File: src/rtl/occ_pkg.sv
// constants, layouts and types of the oscillator control block
package occ_pkg;

    // ----------------------------------------------------------------
    // register map, byte addresses are four times the register index
    // ----------------------------------------------------------------
    localparam logic [11:0] OCC_CTRL_INDEX       = 12'hF86;
    localparam logic [15:0] OCC_CTRL_ADDR        = {2'h0, OCC_CTRL_INDEX, 2'h0};
    localparam logic [15:0] OCC_IRQ_STATUS_ADDR  = 16'h3E1C;
    localparam logic [15:0] OCC_IRQ_MASK_ADDR    = 16'h3E20;
    localparam logic [15:0] OCC_OPTION_ADDR      = 16'h3E24;

    // ----------------------------------------------------------------
    // control register contents
    // ----------------------------------------------------------------
    typedef struct packed {
        logic       precision_osc_on;
        logic       crystal_osc_on;
        logic       watchdog_osc_on;
        logic       sysclk_fail_detect_on;
        logic       wdog_clk_fail_detect_on;
        logic [2:0] system_clock_source;
    } occ_ctrl_type;

    localparam logic [7:0] OCC_CTRL_RESET     = 8'hA0;
    localparam logic [7:0] OCC_UNLOCK_FIRST   = 8'hE7;
    localparam logic [7:0] OCC_UNLOCK_SECOND  = 8'h18;

    localparam logic [2:0] OCC_SRC_PRECISION_FAST = 3'h0;
    localparam logic [2:0] OCC_SRC_PRECISION_SLOW = 3'h1;
    localparam logic [2:0] OCC_SRC_CRYSTAL        = 3'h2;
    localparam logic [2:0] OCC_SRC_WATCHDOG       = 3'h3;
    localparam logic [2:0] OCC_SRC_EXTERNAL       = 3'h4;

    // ----------------------------------------------------------------
    // flash option inputs
    // ----------------------------------------------------------------
    typedef struct packed {
        logic       crystal_off_at_reset_option;
        logic [1:0] crystal_drive_mode;
    } occ_option_type;

    // drive mode codes: 0 min, 1 medium, 2 max drive, 3 external rc
    localparam int unsigned OCC_MODE_W = 2;

    // ----------------------------------------------------------------
    // interrupt status and mask layout
    // ----------------------------------------------------------------
    localparam int unsigned OCC_IRQ_SYSCLK = 0;
    localparam int unsigned OCC_IRQ_WDOG   = 1;
    localparam int unsigned OCC_IRQ_W      = 2;

    // ----------------------------------------------------------------
    // timing and bus answers
    // ----------------------------------------------------------------
    localparam int unsigned OCC_WDOG_FAIL_CYCLES = 8004;
    localparam logic [1:0]  OCC_RESP_OKAY        = 2'h0;
    localparam logic [1:0]  OCC_RESP_SLVERR      = 2'h2;

    typedef enum logic [1:0] {
        OCC_LOCKED,
        OCC_HALF_OPEN,
        OCC_OPEN
    } occ_lock_type;

endpackage

File: src/rtl/occ_wdog_fail_detect.sv
// watchdog oscillator failure detector counting system clocks
`timescale 1ns/1ns
module occ_wdog_fail_detect
    import occ_pkg::*;
#(
    parameter int unsigned FAIL_CYCLES = OCC_WDOG_FAIL_CYCLES
) (
    input  wire logic clk_sys,
    input  wire logic rst,
    input  wire logic enable,
    input  wire logic wdog_edge,
    output logic      fail
);
    localparam int unsigned CNT_W = $clog2(FAIL_CYCLES + 1);
    localparam logic [CNT_W-1:0] LAST = CNT_W'(FAIL_CYCLES - 1);

    logic [CNT_W-1:0] count;
    logic             tripped;
    wire              restart = ~enable | wdog_edge;
    wire              at_last = (count == LAST) & ~tripped;

    // one pulse per failure; rearmed by a watchdog edge or a disable
    always_ff @(posedge clk_sys) begin
        if (rst | restart) begin
            count   <= '0;
            tripped <= 1'b0;
            fail    <= 1'b0;
        end else begin
            count   <= at_last ? '0 : (tripped ? count : count + 1'b1);
            tripped <= tripped | at_last;
            fail    <= at_last;
        end
    end

endmodule

File: src/rtl/occ_osc_control.sv
// oscillator control unit with locked control register on axi4-lite
//
// Design decision made here: the AXI4-Lite interface to the registers.
`timescale 1ns/1ns
module occ_osc_control
    import occ_pkg::*;
#(
    parameter int unsigned ADDR_W      = 16,
    parameter int unsigned FAIL_CYCLES = OCC_WDOG_FAIL_CYCLES
) (
    input  wire logic              clk_sys,
    input  wire logic              rst,
    // axi4-lite slave
    input  wire logic [ADDR_W-1:0] s_axi_awaddr,
    input  wire logic              s_axi_awvalid,
    output logic                   s_axi_awready,
    input  wire logic [31:0]       s_axi_wdata,
    input  wire logic [3:0]        s_axi_wstrb,
    input  wire logic              s_axi_wvalid,
    output logic                   s_axi_wready,
    output logic [1:0]             s_axi_bresp,
    output logic                   s_axi_bvalid,
    input  wire logic              s_axi_bready,
    input  wire logic [ADDR_W-1:0] s_axi_araddr,
    input  wire logic              s_axi_arvalid,
    output logic                   s_axi_arready,
    output logic [31:0]            s_axi_rdata,
    output logic [1:0]             s_axi_rresp,
    output logic                   s_axi_rvalid,
    input  wire logic              s_axi_rready,
    // flash options and analog side
    input  wire occ_option_type    flash_option,
    input  wire logic              wdog_osc_clk,
    input  wire logic              sysclk_fail_flag,
    // oscillator controls
    output logic                   irq,
    output logic                   precision_osc_on,
    output logic                   precision_osc_slow,
    output logic                   crystal_osc_on,
    output logic                   crystal_pins_to_osc,
    output logic                   watchdog_osc_on,
    output logic [2:0]             system_clock_source,
    output logic [OCC_MODE_W-1:0]  crystal_drive_mode,
    output logic                   sysclk_recovery_active
);

    // ----------------------------------------------------------------
    // decoding helper
    // ----------------------------------------------------------------
    function automatic logic reg_hit(input logic [ADDR_W-1:0] addr,
                                     input logic [15:0]       offset);
        reg_hit = ({addr[ADDR_W-1:2], 2'h0} == ADDR_W'(offset));
    endfunction

    // ----------------------------------------------------------------
    // synchronisers for the analog inputs
    // ----------------------------------------------------------------
    logic wdog_meta;
    logic wdog_sync;
    logic wdog_last;
    logic sfail_meta;
    logic sfail_sync;
    logic sfail_last;

    always_ff @(posedge clk_sys) begin
        if (rst) begin
            wdog_meta  <= 1'b0;
            wdog_sync  <= 1'b0;
            wdog_last  <= 1'b0;
            sfail_meta <= 1'b0;
            sfail_sync <= 1'b0;
            sfail_last <= 1'b0;
        end else begin
            wdog_meta  <= wdog_osc_clk;
            wdog_sync  <= wdog_meta;
            wdog_last  <= wdog_sync;
            sfail_meta <= sysclk_fail_flag;
            sfail_sync <= sfail_meta;
            sfail_last <= sfail_sync;
        end
    end

    wire wdog_edge  = wdog_sync & ~wdog_last;
    wire sfail_rise = sfail_sync & ~sfail_last;

    // ----------------------------------------------------------------
    // axi4-lite write and read channels
    // ----------------------------------------------------------------
    logic              aw_held;
    logic              w_held;
    logic [ADDR_W-1:0] aw_addr_q;
    logic [31:0]       w_data_q;
    logic [3:0]        w_strb_q;

    wire aw_take    = s_axi_awvalid & s_axi_awready;
    wire w_take     = s_axi_wvalid & s_axi_wready;
    wire b_done     = s_axi_bvalid & s_axi_bready;
    wire ar_take    = s_axi_arvalid & s_axi_arready;
    wire r_done     = s_axi_rvalid & s_axi_rready;
    wire write_fire = aw_held & w_held & ~s_axi_bvalid;

    // address and data may arrive in either order
    always_ff @(posedge clk_sys) begin
        if (rst) begin
            s_axi_awready <= 1'b1;
            s_axi_wready  <= 1'b1;
            aw_held       <= 1'b0;
            w_held        <= 1'b0;
            aw_addr_q     <= '0;
            w_data_q      <= '0;
            w_strb_q      <= '0;
        end else begin
            if (aw_take) begin
                aw_addr_q     <= s_axi_awaddr;
                aw_held       <= 1'b1;
                s_axi_awready <= 1'b0;
            end
            if (w_take) begin
                w_data_q     <= s_axi_wdata;
                w_strb_q     <= s_axi_wstrb;
                w_held       <= 1'b1;
                s_axi_wready <= 1'b0;
            end
            if (write_fire) begin
                aw_held <= 1'b0;
                w_held  <= 1'b0;
            end
            if (b_done) begin
                s_axi_awready <= 1'b1;
                s_axi_wready  <= 1'b1;
            end
        end
    end

    wire hit_ctrl   = reg_hit(aw_addr_q, OCC_CTRL_ADDR);
    wire hit_status = reg_hit(aw_addr_q, OCC_IRQ_STATUS_ADDR);
    wire hit_mask   = reg_hit(aw_addr_q, OCC_IRQ_MASK_ADDR);
    wire hit_option = reg_hit(aw_addr_q, OCC_OPTION_ADDR);
    wire wr_mapped  = hit_ctrl | hit_status | hit_mask | hit_option;
    // only the low byte lane carries register bits
    wire lane0      = write_fire & w_strb_q[0];
    wire wr_ctrl    = lane0 & hit_ctrl;
    wire wr_status  = lane0 & hit_status;
    wire wr_mask    = lane0 & hit_mask;
    wire [7:0] wbyte = w_data_q[7:0];

    always_ff @(posedge clk_sys) begin
        if (rst) begin
            s_axi_bvalid <= 1'b0;
            s_axi_bresp  <= OCC_RESP_OKAY;
        end else if (write_fire) begin
            s_axi_bvalid <= 1'b1;
            s_axi_bresp  <= wr_mapped ? OCC_RESP_OKAY : OCC_RESP_SLVERR;
        end else if (b_done) begin
            s_axi_bvalid <= 1'b0;
        end
    end

    // ----------------------------------------------------------------
    // unlock sequence
    // ----------------------------------------------------------------
    occ_lock_type lock;
    occ_lock_type next_lock;

    // only control writes move the sequence; reads never do
    always_comb begin
        next_lock = lock;
        case (lock)
            OCC_LOCKED: begin
                if (wr_ctrl && wbyte == OCC_UNLOCK_FIRST) begin
                    next_lock = OCC_HALF_OPEN;
                end
            end
            OCC_HALF_OPEN: begin
                if (wr_ctrl) begin
                    if (wbyte == OCC_UNLOCK_SECOND) begin
                        next_lock = OCC_OPEN;
                    end else if (wbyte == OCC_UNLOCK_FIRST) begin
                        next_lock = OCC_HALF_OPEN;
                    end else begin
                        next_lock = OCC_LOCKED;
                    end
                end
            end
            OCC_OPEN: begin
                if (wr_ctrl) begin
                    next_lock = OCC_LOCKED;
                end
            end
            default: begin
                next_lock = OCC_LOCKED;
            end
        endcase
    end

    always_ff @(posedge clk_sys) begin
        if (rst) begin
            lock <= OCC_LOCKED;
        end else begin
            lock <= next_lock;
        end
    end

    // ----------------------------------------------------------------
    // control register, source selection and recovery
    // ----------------------------------------------------------------
    occ_ctrl_type ctrl;
    logic [2:0]   eff_src;
    logic         crystal_keep;
    logic         wdog_failed;
    logic         recovering;
    logic         wdog_fail;

    wire apply         = wr_ctrl & (lock == OCC_OPEN);
    wire occ_ctrl_type next_ctrl = apply ? occ_ctrl_type'(wbyte) : ctrl;
    // reserved codes are stored but leave the running source alone
    wire src_valid     = wbyte[2:0] <= OCC_SRC_EXTERNAL;
    // recovery needs a live watchdog oscillator and no prior failure
    wire sfail_accept  = sfail_rise & ctrl.sysclk_fail_detect_on
                       & ctrl.watchdog_osc_on & ~wdog_failed
                       & (eff_src != OCC_SRC_WATCHDOG);
    wire [2:0] next_eff_src = sfail_accept ? OCC_SRC_WATCHDOG :
                              (apply & src_valid) ? wbyte[2:0] : eff_src;
    wire next_recovering = sfail_accept | (recovering & ~apply);
    wire next_keep       = crystal_keep & ~apply;
    wire next_xtal_on    = next_ctrl.crystal_osc_on | next_keep;
    // detector is blind when it would time itself
    wire wdog_det_on = ctrl.wdog_clk_fail_detect_on & ctrl.watchdog_osc_on
                     & (eff_src != OCC_SRC_WATCHDOG);

    occ_wdog_fail_detect #(
        .FAIL_CYCLES (FAIL_CYCLES)
    ) u_wdog_fail_detect (
        .clk_sys   (clk_sys),
        .rst       (rst),
        .enable    (wdog_det_on),
        .wdog_edge (wdog_edge),
        .fail      (wdog_fail)
    );

    // reset holds the crystal as the option asks; flash is static
    always_ff @(posedge clk_sys) begin
        if (rst) begin
            ctrl         <= occ_ctrl_type'(OCC_CTRL_RESET);
            eff_src      <= OCC_SRC_PRECISION_FAST;
            crystal_keep <= ~flash_option.crystal_off_at_reset_option;
            wdog_failed  <= 1'b0;
            recovering   <= 1'b0;
        end else begin
            ctrl         <= next_ctrl;
            eff_src      <= next_eff_src;
            crystal_keep <= next_keep;
            wdog_failed  <= wdog_failed | wdog_fail;
            recovering   <= next_recovering;
        end
    end

    // ----------------------------------------------------------------
    // oscillator outputs
    // ----------------------------------------------------------------
    always_ff @(posedge clk_sys) begin
        if (rst) begin
            precision_osc_on       <= OCC_CTRL_RESET[7];
            watchdog_osc_on        <= OCC_CTRL_RESET[5];
            crystal_osc_on         <= ~flash_option.crystal_off_at_reset_option;
            crystal_pins_to_osc    <= ~flash_option.crystal_off_at_reset_option;
            precision_osc_slow     <= 1'b0;
            system_clock_source    <= OCC_SRC_PRECISION_FAST;
            crystal_drive_mode     <= '0;
            sysclk_recovery_active <= 1'b0;
        end else begin
            precision_osc_on       <= next_ctrl.precision_osc_on;
            watchdog_osc_on        <= next_ctrl.watchdog_osc_on;
            crystal_osc_on         <= next_xtal_on;
            crystal_pins_to_osc    <= next_xtal_on;
            precision_osc_slow     <= next_eff_src == OCC_SRC_PRECISION_SLOW;
            // select code goes to the clock mux; no divider follows it
            system_clock_source    <= next_eff_src;
            crystal_drive_mode     <= flash_option.crystal_drive_mode;
            sysclk_recovery_active <= next_recovering;
        end
    end

    // ----------------------------------------------------------------
    // interrupt status and mask
    // ----------------------------------------------------------------
    logic [OCC_IRQ_W-1:0] irq_status;
    logic [OCC_IRQ_W-1:0] irq_mask;

    wire [OCC_IRQ_W-1:0] events   = {wdog_fail, sfail_accept};
    wire [OCC_IRQ_W-1:0] clr_bits = wr_status ? wbyte[OCC_IRQ_W-1:0] : '0;
    // a new event wins over a clear in the same cycle
    wire [OCC_IRQ_W-1:0] next_status = (irq_status & ~clr_bits) | events;
    wire [OCC_IRQ_W-1:0] next_mask   = wr_mask ? wbyte[OCC_IRQ_W-1:0]
                                               : irq_mask;

    always_ff @(posedge clk_sys) begin
        if (rst) begin
            irq_status <= '0;
            irq_mask   <= '0;
            irq        <= 1'b0;
        end else begin
            irq_status <= next_status;
            irq_mask   <= next_mask;
            irq        <= |(next_status & next_mask);
        end
    end

    // ----------------------------------------------------------------
    // read path
    // ----------------------------------------------------------------
    wire rd_ctrl   = reg_hit(s_axi_araddr, OCC_CTRL_ADDR);
    wire rd_status = reg_hit(s_axi_araddr, OCC_IRQ_STATUS_ADDR);
    wire rd_mask   = reg_hit(s_axi_araddr, OCC_IRQ_MASK_ADDR);
    wire rd_option = reg_hit(s_axi_araddr, OCC_OPTION_ADDR);
    wire rd_mapped = rd_ctrl | rd_status | rd_mask | rd_option;

    wire [31:0] option_word = {22'h0, lock == OCC_HALF_OPEN, lock == OCC_OPEN,
                               crystal_keep,
                               flash_option.crystal_off_at_reset_option,
                               flash_option.crystal_drive_mode,
                               wdog_failed, eff_src};
    wire [31:0] rd_word = rd_ctrl   ? {24'h0, ctrl} :
                          rd_status ? {30'h0, irq_status} :
                          rd_mask   ? {30'h0, irq_mask} :
                          rd_option ? option_word : 32'h0;

    always_ff @(posedge clk_sys) begin
        if (rst) begin
            s_axi_arready <= 1'b1;
            s_axi_rvalid  <= 1'b0;
            s_axi_rdata   <= 32'h0;
            s_axi_rresp   <= OCC_RESP_OKAY;
        end else if (ar_take) begin
            s_axi_arready <= 1'b0;
            s_axi_rvalid  <= 1'b1;
            s_axi_rdata   <= rd_word;
            s_axi_rresp   <= rd_mapped ? OCC_RESP_OKAY : OCC_RESP_SLVERR;
        end else if (r_done) begin
            s_axi_arready <= 1'b1;
            s_axi_rvalid  <= 1'b0;
        end
    end

endmodule

File: config.mk
export PLATFORM = sky130hd
export DESIGN_NAME = occ_osc_control
export DESIGN_NICKNAME = d
export VERILOG_FILES = /design/src/rtl/occ_pkg.sv /design/src/rtl/occ_wdog_fail_detect.sv /design/src/rtl/occ_osc_control.sv
export SDC_FILE = /design/constraint.sdc
export NUM_CORES = 1
export LEC_CHECK = 0
export BUFFER_PORTS_ARGS = -buffer_cell sky130_fd_sc_hd__buf_4
export CAP_MARGIN = 0
export CORE_MARGIN = 4
export CORE_UTILIZATION = 45
export CTS_CLUSTER_SIZE = 24
export DETAILED_ROUTE_END_ITERATION = 10
export PLACE_DENSITY = 0.76
export SKIP_LAST_GASP = 1
export SYNTH_ARGS = -nofsm -noshare
export SYNTH_HDL_FRONTEND = slang
export SYNTH_SLANG_ARGS = --single-unit
export TNS_END_PERCENT = 100
File: constraint.sdc
create_clock -name clk_sys -period 1.81 [get_ports clk_sys]
set_input_delay 0.362 -clock clk_sys [delete_from_list [all_inputs] [get_ports clk_sys]]
set_output_delay 0.362 -clock clk_sys [all_outputs]
set_load 0.02 [all_outputs]
## Word-level counts from Yosys, hierarchy flattened

Cells that the tools add are included.

- Bits of input ports: 80
- Register bits: 114
- Bits in read-only memories: 0
- Memories kept: 0
- Memory bits (writable): 0
- Word-level logic and storage cells: 141
- Bits in latches: 0

- Shifts and indexed selects: 0
- Order comparisons: 1
- Multipliers: 0
- Reductions and logical operators: 9
- Div/mod/pow operators: 0
- Muxes and demuxes: 25
- Bitwise gates (word level): 48
- Equal/unequal tests: 18
- Add/sub/neg operators: 1

Operators with widths:

| operator | number |
|---|---|
| $eq A14 B12 Y1 const B | 8 |
| $mux W10 | 4 |
| $and A1 B1 Y1 | 24 |
| $mux W2 | 8 |
| $add A13 B1 Y13 const B | 1 |
| $eq A13 B13 Y1 const B | 1 |
| $or A1 B1 Y1 | 12 |
| $mux W1 | 9 |
| $eq A8 B5 Y1 const B | 1 |
| $eq A8 B8 Y1 const B | 1 |
| $mux W8 | 1 |
| $not A1 Y1 | 8 |
| $reduce_or A2 Y1 | 4 |
| $mux W3 | 2 |
| $ne A2 B2 Y1 const B | 3 |
| $pmux W2 S3 | 1 |
| $and A2 B2 Y2 | 2 |
| $reduce_bool A2 Y1 | 2 |
| $eq A3 B1 Y1 const B | 1 |
| $le A3 B3 Y1 const B | 1 |
| $ne A3 B2 Y1 const B | 1 |
| $reduce_and A3 Y1 | 1 |
| $eq A2 B1 Y1 const B | 1 |
| $eq A2 B2 Y1 const B | 1 |
| other kinds (4) | 4 |

## Longest topological paths before layout

Gate-level depths: netlist of the first run.

- Word-level depth: 10
- Mapped depth: 6
- Depth with buffers taken out: 6

## By module

Synthesis of the first run repeated with hierarchy kept, for this count alone.

- Cell total of the unflattened synthesis: 427
- Area total of the unflattened synthesis: 3796.1 um^2

Modules (own cells, without submodules):

| module | seq. area each (um^2) | cells an instance | area an instance (um^2) | instances |
|---|---|---|---|---|
| occ_osc_control | 1461.4 | 353 | 3060.4 | 1 |
| occ_wdog_fail_detect | 300.3 | 74 | 735.7 | 1 |

## Worst setup path after synthesis of the first run

No wires, ideal clock.

- Kind: reg-to-reg
- Start point: register s_axi_bvalid
- End point: register irq
- Stages on the path, launching flop included: 6
- Path buffers: 0
- Required time: 1.693 ns
- Path slack: -0.025 ns
- Arrival: 1.718 ns
- Period minus slack after synthesis: 1.835 ns
- Cell sequence: dfxtp_1 and3b_1 and4_2 and4_1 mux2_4 a32o_1

- Cells in the longest elaborated chain, start to end: 10

Ends and longest elaborated chain:

| item | RTL line | RTL |
|---|---|---|
| start, declared | occ_osc_control.sv:22 | `output logic s_axi_bvalid,` |
| start signal, assigned | occ_osc_control.sv:149 | `s_axi_bvalid <= 1'b0;` |
| start signal, assigned | occ_osc_control.sv:152 | `s_axi_bvalid <= 1'b1;` |
| start signal, assigned | occ_osc_control.sv:155 | `s_axi_bvalid <= 1'b0;` |
| $not A1 Y1 (*) | occ_osc_control.sv:100 | `wire write_fire = aw_held & w_held & ~s_axi_bvalid;` |
| $and A1 B1 Y1 (*) | occ_osc_control.sv:100 |  |
| $and A1 B1 Y1 (*) | occ_osc_control.sv:141 | `wire lane0 = write_fire & w_strb_q[0];` |
| $and A1 B1 Y1 | occ_osc_control.sv:143 | `wire wr_status = lane0 & hit_status;` |
| $mux W2 | occ_osc_control.sv:291 | `wire [OCC_IRQ_W-1:0] clr_bits = wr_status ? wbyte[OCC_IRQ_W-1:0] : '0;` |
| $not A2 Y2 | occ_osc_control.sv:293 | `wire [OCC_IRQ_W-1:0] next_status = (irq_status & ~clr_bits) \| events;` |
| $and A2 B2 Y2 | occ_osc_control.sv:293 |  |
| $or A2 B2 Y2 | occ_osc_control.sv:293 |  |
| $and A2 B2 Y2 (*) | occ_osc_control.sv:305 | `irq <= \|(next_status & next_mask);` |
| $reduce_or A2 Y1 (*) | occ_osc_control.sv:305 |  |
| end signal, assigned | occ_osc_control.sv:305 |  |
| end, declared | occ_osc_control.sv:36 | `output logic irq,` |

Mark *: on every way between the ends. The rest lies on a longest branch, timed or not.
A chain may end at the register's enable or synchronous reset.

## Worst setup path in the final report of the first run

- Start point: register aw_addr_q[6]
- End point: register irq

- Cells in the longest elaborated chain, start to end: 8

Ends and longest elaborated chain:

| item | RTL line | RTL |
|---|---|---|
| start, declared | occ_osc_control.sv:91 | `logic [ADDR_W-1:0] aw_addr_q;` |
| start signal, assigned | occ_osc_control.sv:114 | `aw_addr_q <= s_axi_awaddr;` |
| $eq A14 B12 Y1 | occ_osc_control.sv:52 | `reg_hit = ({addr[ADDR_W-1:2], 2'h0} == ADDR_W'(offset));` |
| $and A1 B1 Y1 | occ_osc_control.sv:143 |  |
| $mux W2 | occ_osc_control.sv:291 |  |
| $not A2 Y2 | occ_osc_control.sv:293 |  |
| $and A2 B2 Y2 | occ_osc_control.sv:293 |  |
| $or A2 B2 Y2 | occ_osc_control.sv:293 |  |
| $and A2 B2 Y2 (*) | occ_osc_control.sv:305 |  |
| $reduce_or A2 Y1 (*) | occ_osc_control.sv:305 |  |

Marks and branches as above.

==> run metrics, run 1 <==
status=complete, but fails checks; failing checks=negative setup slack; vias=approximately 3300; Ys Warns=0; clock latency on the worst-skew pair=between 0.3 and 0.4 ns; fill cell count=between 600 and 700; critical path fanouts, max=2; DIE AREA=roughly 9800 um2; Clk pin slew, worst setup/hold paths=0.08 ns; vias in the first global route=about 3200; relative slew slack=56.6%; CTS Buf Count=9; Initial Utilization=~47%; Routability Congestion=between 0.8 and 0.9; final WL=just under 9000 um; final slew viol count=0; power share of the sequential group=about 55%; clock skew=just over 0.009 ns; Vias per Instance=between 5 and 6; Final setup viols=1; Final Hold Fails=0; Clk pwr share=~36%; Core Region=7850 um2; arrival time at the worst endpoint=between 2 and 2.5 ns; Cell Chain, Critical Path=nor4b_4, and4_4, and4_4, mux2_2, a32o_1; Hold Path Class=primary input to flop; Worst Path Buf+Inv=0; grt ovf=0; first-pass GRT wire length=14500 um; number of flops mapped to enable cells by yosys=0; Final WS setup=-0.0146 ns; row cnt=32; PwrDens=794 nW/um2; CP Capture Type=flop; share of cells above drive strength 1=25.7%; Layout Area Growth over Synthesis=26.8%; Crit path largest cell delay=between 0.3 and 0.4 ns; crit start category=flop; Pre-Repair DR Iteration Count=4; Net Sw Power=0.918 mW; DP HPWL=between 6000 and 7000 um; Crit Path Category=flop to flop; Max Cap Violations=0; final worst path period need=approximately 1.8 ns; I/O Pins=around 130; Die Y=around 99 um; Leak Pwr=1.95 nW; achievable clock frequency=548 MHz; post-synthesis cell count=approximately 440; Sink Count=88; multi-input logic area=between 1500 and 2000 um2; GRT Overall Usage=a little under a fifth; RSZ-0062 raised after global routing=true; Switching Share=between 20% and 30%; fin crit share=101%; routed length per placed instance=around 14 um; Post-Place Cells=621; DRC=0; CP top delay family=simple AND/OR/NAND/NOR gates; Crit path required time=about 2.1 ns; Final TNS setup=-0.0146 ns; most frequent CP cell=and4_4; Yosys reg bits=88; worst vdd ir=slightly below 0.4 mV; H-tree depth=3; Mean Syn Cell Area=around 8.4 um2; FFs w/ async S/R, synth=0%; DRT antenna net count=0; utilization after layout=59.9%; Cell Int Power=between 2 and 3 mW; IO Port Bufs=77; DRT iter0 DRCs=200; initial antenna violation count=0; ys flop type=dfxtp_1; Slew @ Worst Pin=0.650 ns; Inserted Diodes=0; Comb pwr share=9.4%; FF/Latch Area=about 1800 um2; CTS Buffer Depth=2; number of library cell types mapped by synthesis=54; Chip Width=between 90 and 100 um; register area share after synthesis=approximately 48%; CP max-delay cell=mux2_2; non-filler cells, final=~640; Clk Tree Root Cell=clkbuf_8; Nets=roughly 620; largest net degree at the start of global routing=30; synthesized cell area=between 3000 and 4000 um2; CTS tree=yes
-- area by class of cell --
| type | count | area share (%) |
|---|---|---|
| clock buffers | 11 | 3.01 |
| clock inverters | 5 | 1.20 |
| inverters | 8 | 0.639 |
| multi-input cells | 328 | 38.8 |
| flip-flops and latches | 88 | 37.5 |
| well taps | 102 | 2.72 |
| repair buffers | 100 | 16.1 |
-- cells in the mapped netlist (3+ instances only) --
library cell,instances,share of area [%]
inv_1,8,0.81
buf_4,25,5.1
nand2_1,96,9.7
nor3_1,8,1.1
mux2i_1,3,0.81
xnor2_1,4,0.95
a22oi_1,8,1.6
dfxtp_1,88,48
nor2_1,33,3.3
nand3_1,11,1.5
o21ai_0,11,1.5
clkbuf_1,13,1.3
nor2b_1,12,2.0
nor4bb_1,4,1.1
nand4_1,6,1.0
xor2_1,8,1.9
nand2b_1,4,0.68
buf_1,3,0.30
and2_1,7,1.2
a21oi_1,46,6.2
-- cells in the final DEF (no fill, tap or decap), drive strengths merged, types with 3 or more instances in the layout --
master  count
clkbuf     11
nor2       33
nand2      96
nand4       6
nand3      12
nor4        3
dfxtp      88
nor3        8
nand2b      4
and4        3
xor2        8
inv         8
conb       24
nor4b       3
mux2i       3
xnor2       4
a22oi       8
buf       100
nor4bb      4
o21ai      11
nor2b      12
clkinv      3
a21oi      46
and2        8
-- path summary, 6_finish.rpt --
check,start,endpoint,slack [ns],depth (start not counted)
setup / recovery,aw_addr_q[6],irq,-0.01,5
hold reg to reg,sfail_meta,sfail_sync,0.44,1
hold / removal,s_axi_awvalid,s_axi_awready,0.20,2
setup reg to reg,aw_addr_q[6],irq,-0.01,5
-- state kept, by name (all words and copies together), names as in the netlist, 2 cells and up --
| signal | cells |
|---|---|
| aw_addr_q | 14 |
| crystal_drive_mode | 2 |
| ctrl | 6 |
| irq_mask | 2 |
| irq_status | 2 |
| lock | 2 |
| s_axi_rdata | 10 |
| system_clock_source | 3 |
| u_wdog_fail_detect.count | 13 |
| w_data_q | 8 |
-- stage by stage --
step / setup slack, ns / hold slack [ns] / power, mW / instance area (um2)
2_1_floorplan: 0.0448 / 0.410 / 2.31 / 3790
3_3_place_gp: 0.00791 / 0.423 / 2.41 / 4380
3_5_place_dp: -0.105 / 0.422 / 2.43 / 4380
4_1_cts: -0.0187 / 0.191 / 3.75 / 4600
5_1_grt: -0.0854 / 0.199 / 3.88 / 4700
6_report: -0.0146 / 0.201 / 3.73 / 4700
-- kinds of logic after synthesis --
| logic type | Yosys count | share of synthesized area [%] |
|---|---|---|
| simple gates | 208 | 27.9 |
| flops | 88 | 47.5 |
| compound gates | 78 | 12.2 |
| buf+inv | 50 | 7.63 |
| xor+xnor | 12 | 2.84 |
| mux | 5 | 1.52 |
| fa+ha+maj | 1 | 0.338 |
| other cells | 1 | 0.101 |
-- routing by layer --
metal | GRT usage, % | share of wire [%]
met1 | 23.8 | 44
met2 | 28.8 | 48
met3 | 3.11 | 6.3
met4 | 8.61 | 1.5
met5 | 0 | 0
-- power groups by stage --
stage	Sequential (mW)	Clock (mW)	Combinational, mW
detailed placement	2.08	0	0.343
CTS	2.04	1.37	0.346
global route	2.05	1.45	0.384
floorplan	2.09	0	0.225
finish	2.04	1.34	0.350
global placement	2.08	0	0.335
-- timing repair --
action                     4_1_cts  5_1_grt
setup endpoints to repair        2       15
buffers inserted                 2        2
cloned                           0        1
hold buffers                     0        0
resized for setup                4       16
pin swaps                        5        3
Note: power is estimated with default switching activity, not from simulation.
==> inputs of run 2 (changes only) <==
- CORE_UTILIZATION: 45 -> 49
- CTS_BUF_LIST: default -> sky130_fd_sc_hd__clkbuf_16
- PLACE_DENSITY: 0.76 -> 0.79
- SETUP_SLACK_MARGIN: default -> 0.2
- clock period: 1.81 -> 1.85 ns (I/O delays scaled with it)
==> run 2 against run 1 <==
  * Clock-buffer cell count shrank 2
  * Critical path type unchanged
  * Critical path depth is the same
  * Clock power grew 30%
  * Core utilization grew 7.0 points
  * Global-route usage grew 1.2 points
  * Die area shrank 7.5%
  * Clock skew shrank 0.0040 ns
  * Largest cell class unchanged
  * The flow now finishes without violations
==> run metrics, run 2 (synthesis gave the netlist of run 1 again) <==
number of flip-flops under the largest register name=14; I/O Pins=133; Chip Width=between 90 and 100 um; vias=approximately 3300; row cnt=31; final WL=about 9000 um; Sink Count=88; final worst path period need=roughly 1.8 ns; Comb pwr share=under 10%; routed length per placed instance=between 10 and 15 um; DRC=0; initial antenna violation count=0; Leak Pwr=between 1.5 and 2 nW; hold slack=around 0.22 ns; DRT antenna net count=0; Cell Int Power=around 3 mW; crit start category=flop; Crit path required time=2.08 ns; status=complete, no violations; first-pass GRT wire length=13800 um; Routability Congestion=approximately 0.86; CTS tree=yes; DRT iter0 DRCs=~210; RSZ-0062 raised after global routing=true; arrival time at the worst endpoint=around 2.1 ns; Layout Area Growth over Synthesis=31.6%; H-tree depth=3; PwrDens=around 840 nW/um2; Top Registers=aw_addr_q: 14 flops, u_wdog_fail_detect.count: 13 flops, s_axi_rdata: 10 flops; worst vdd ir=0.482 mV; pre-CTS setup slack=~0.040 ns; achievable clock frequency=around 540 MHz; Net Sw Power=between 1 and 1.5 mW; CP Capture Type=flop; Clk Tree Root Cell=clkbuf_16; commonest non-fill, non-tap cell in the layout=buf_4; IO Port Bufs=77; Vias per Instance=5.21; Final TNS setup=0 ns; Cells on Worst Hold Path=2; Final Hold Fails=0; CTS Buf Count=9; clock skew=about 0.0054 ns; DP HPWL=approximately 6300 um; Hold Path Class=primary input to flop; utilization after layout=around two thirds; CTS Buffer Depth=2; Nets=~600; Max Cap Violations=0; GRT Overall Usage=about a fifth; Final setup viols=0; Switching Share=between 20% and 30%; final slew viol count=0; clock latency on the worst-skew pair=~0.34 ns; largest net degree at the start of global routing=38; fin crit share=a little under 100%; Inserted Diodes=0; non-filler cells, final=~630; Largest Register=aw_addr_q; share of cells above drive strength 1=between 20% and 30%; Post-Place Cells=about 610; Core Region=~7300 um2; Pre-Repair DR Iteration Count=4; Clk pin slew, worst setup/hold paths=0.07 ns; FF-to-FF setup slack=0.01 ns; critical path fanouts, max=4; grt ovf=0; cells on worst reg2reg path=5; DIE AREA=around 9000 um2; Clk pwr share=42.6%; Crit Path Category=flop to flop; vias in the first global route=just over 3000; Final WS setup=0.0106 ns; power share of the sequential group=49.0%; hold_buf cts=0; most frequent cells in the layout=buf_4, nand2_1, dfxtp_1, a21oi_1, nor2_1; Initial Utilization=between 50% and 60%; Die Y=roughly 95 um; fill cell count=around 590
[run 2: cell types whose count changed in the layout (fill, tap and decap cells not counted), moves of 6 or more]
cell and change:
a21oi_2 +8, nand2_4 +6, nand2_1 -8, clkbuf_16 +9, clkbuf_8 -10, buf_4 -11
a21oi_1 -8
[run 2: final cells by class]
| cell class | instances | area (um2) | area share [%] |
|---|---|---|---|
| clock inverter | 7 | 62.6 | 1.28 |
| clock buffer | 9 | 225 | 4.62 |
| multi-input combinational | 328 | 1960 | 40.2 |
| sequential | 88 | 1770 | 36.2 |
| timing repair buffer | 92 | 706 | 14.5 |
| tap | 99 | 124 | 2.54 |
| inverter | 8 | 30.0 | 0.616 |
[run 2: worst max-delay path: stages (launching register included)]
cell and delay (ns):
dfxtp_2 0.33, nor4b_4 0.37, and4_4 0.27, and4_4 0.23
mux2_4 0.30, a32o_1 0.22
[run 2: what timing repair did]
action | in CTS | in global routing
setup endpoints to repair | 8 | 33
setup buffers | 0 | 1
cloned | 0 | 1
resized for setup | 3 | 52
pin swaps | 2 | 19
hold endpoints to repair | 0 | 0
[run 2: per-stage QoR]
stage	power [mW]	cell area, um2
4_1_cts	4.08	4650
6_report	4.08	4880
3_3_place_gp	2.36	4350
5_1_grt	4.20	4880
2_1_floorplan	2.26	3800
3_5_place_dp	2.37	4350
[run 2: power by group through the flow]
stage	Combinational [mW]	Sequential, mW	Clock [mW]
after floorplan	0.221	2.04	0
after global placement	0.327	2.04	0
after detailed placement	0.335	2.04	0
after CTS	0.336	2.00	1.75
after global routing	0.378	2.01	1.82
final	0.344	2.00	1.74
[run 2: worst paths after layout]
| kind | endpoint | startpoint |
|---|---|---|
| hold / removal | s_axi_wready | s_axi_wvalid |
| setup reg to reg | irq | aw_addr_q[6] |
| hold reg to reg | wdog_last | wdog_sync |
| setup / recovery | irq | aw_addr_q[6] |
[run 2: per-layer routing]
layer	GRT usage (%)	up-vias	part of all wire, %
met5	0	-	0
met4	7.69	0	2.4
met3	4.54	15	8.0
met2	31.3	118	47
met1	24.6	1526	42
li1	-	1627	-
==> inputs of run 3 (changes only) <==
- CELL_PAD_IN_SITES_DETAIL_PLACEMENT: default -> 1
- CELL_PAD_IN_SITES_GLOBAL_PLACEMENT: default -> 2
- CORE_UTILIZATION: 49 -> 28
- PLACE_DENSITY: 0.79 -> default
- PLACE_DENSITY_LB_ADDON: default -> 0.1
==> run 3 against run 2 <==
  * Final area up 1.7%
  * Fmax grew 1.6%
  * Non-clock buffer count rose by 12
  * Clock-buffer cell count is the same
  * Worst hold slack got worse by 0.0054 ns
  * Flip-flop and latch count stayed put
  * Total power decreased by 0.23%
  * Largest cell class unchanged
  * Highest routed layer unchanged
==> run metrics, run 3 (synthesis gave the netlist of run 1 again) <==
CP top delay family=simple AND/OR/NAND/NOR gates; Worst Path Buf+Inv=0; Final setup viols=0; IO Port Bufs=just under 80; utilization after layout=38.8%; CTS tree=yes; Crit Path Category=flop to flop; Post-Place Cells=about 700; grt ovf=0; Core Region=between 10000 and 15000 um2; DRT iter0 DRCs=180; DRT antenna net count=0; Chip Width=between 100 and 150 um; CTS Buffer Depth=2; vias in the first global route=~3300; Sink Count=~90; I/O Pins=approximately 130; most frequent cells in the layout=buf_4, nand2_1, dfxtp_1, a21oi_1, nor2_1; critical path fanouts, max=3; Worst R2R Start=aw_addr_q[14]; Leak Pwr=between 2 and 2.5 nW; Max Cap Violations=0; FF/Latch Area=around 1800 um2; final worst path period need=approximately 1.8 ns; Pre-Repair DR Iteration Count=4; Die Y=approximately 120 um; CP Capture Type=flop; WP depth=5; commonest non-fill, non-tap cell in the layout=buf_4; Layout Area Growth over Synthesis=33.9%; DP HPWL=8060 um; crit start category=flop; worst vdd ir=~0.39 mV; achievable clock frequency=roughly 550 MHz; Initial Utilization=approximately 29%; status=complete, no violations; non-filler cells, final=around 720; most frequent CP cell=and4_4; clock latency on the worst-skew pair=about 0.35 ns; Routability Congestion=0.748; Final Hold Fails=0; largest net degree at the start of global routing=19; Top Registers=aw_addr_q: 14 flops, u_wdog_fail_detect.count: 13 flops, s_axi_rdata: 10 flops; cells on worst reg2reg path=5; multi-input logic area=around 1900 um2; fill cell count=about 1500; Final WS setup=between 0.04 and 0.05 ns; Slew @ Worst Pin=approximately 0.64 ns; Cell Chain, Critical Path=nor4b_4, and4_4, and4_4, mux2_4, a32o_1; fin crit share=~98%; DRC=0; clock skew=approximately 0.0088 ns; pre-CTS setup slack=-0.000258 ns; GRT Overall Usage=between 10% and 20%; final WL=approximately 11000 um; Total Power=just over 4 mW; arrival time at the worst endpoint=approximately 2.0 ns; final slew viol count=0; routed length per placed instance=approximately 15 um; CTS Buf Count=9; Worst setup startpoint=aw_addr_q[14]; Clk Tree Root Cell=clkbuf_16; first-pass GRT wire length=between 15000 and 20000 um; CP max-delay cell=nor4b_4; Clk pin slew, worst setup/hold paths=around 0.06 ns; number of flip-flops under the largest register name=14; Largest Register=aw_addr_q; Hold Path Class=primary input to flop; row cnt=41; worst flop-to-flop path endpoint=irq; RSZ-0062 raised after global routing=true; Worst Setup EP=irq; Inserted Diodes=0; relative slew slack=57.5%; H-tree depth=3; Crit path largest cell delay=between 0.3 and 0.4 ns; Crit path required time=approximately 2.1 ns; PwrDens=slightly above 800 nW/um2; share of cells above drive strength 1=28.5%; DIE AREA=around 15000 um2; FF-to-FF setup slack=slightly above 0.04 ns; vias=~3300; Nets=just over 600; initial antenna violation count=0; Vias per Instance=roughly 4.6
[run 3: changes by cell type in the layout (fill, tap and decap cells not counted), moves of 5 or more]
cell / before / now
a21oi_1: 36 / 43
a21oi_2: 10 / 3
buf_4: 88 / 101
nand2_1: 87 / 93
nand2_4: 6 / 1
[run 3: through the flow]
step	TNS [ns]	hold slack (ns)	cell area [um2]
final	0	0.218	4960
after global routing	-0.0288	0.226	4960
after CTS	0	0.207	4890
after detailed placement	-0.000258	0.432	4510
after global placement	0	0.420	4510
after floorplan	0	0.410	3800
[run 3: worst min-delay path by stage]
stage / from / endpoint / slack, ns / depth (start not counted)
detailed placement: sfail_meta / sfail_sync / 0.43 / 1
CTS: s_axi_awvalid / s_axi_awready / 0.21 / 2
global route: sysclk_fail_flag / sfail_meta / 0.23 / 2
finish: s_axi_awvalid / s_axi_awready / 0.22 / 2
global placement: sfail_meta / sfail_sync / 0.42 / 1
floorplan: wdog_sync / wdog_last / 0.41 / 2
[run 3: layout make-up]
type	count	area share (%)
tap	172	4.34
sequential	88	35.6
inverter	8	0.605
multi-input combinational	328	37.7
clock inverter	7	1.11
clock buffer	9	4.54
timing repair buffer	104	16.1
[run 3: repair_timing]
item | in CTS | in global routing
resized for setup | 17 | 13
pin swaps | 6 | 7
setup buffers | 2 | 2
cloned | 1 | 0
hold buffers | 0 | 0
endpoints found under the setup margin | 24 | 34
[run 3: power by group]
| part | total (mW) | internal, mW | switching, mW |
|---|---|---|---|
| registers | 2.00 | 1.95 | 0.0489 |
| logic | 0.351 | 0.149 | 0.202 |
| clock network | 1.72 | 0.921 | 0.803 |
| total | 4.07 | 3.02 | 1.05 |
[run 3: metal layers]
layer	up-vias	track usage (%)	part of all wire (%)
met5	-	0	0
met4	0	6.85	1.9
met3	12	3.11	5.9
met2	86	22.5	45
met1	1575	18.6	47
li1	1649	-	-
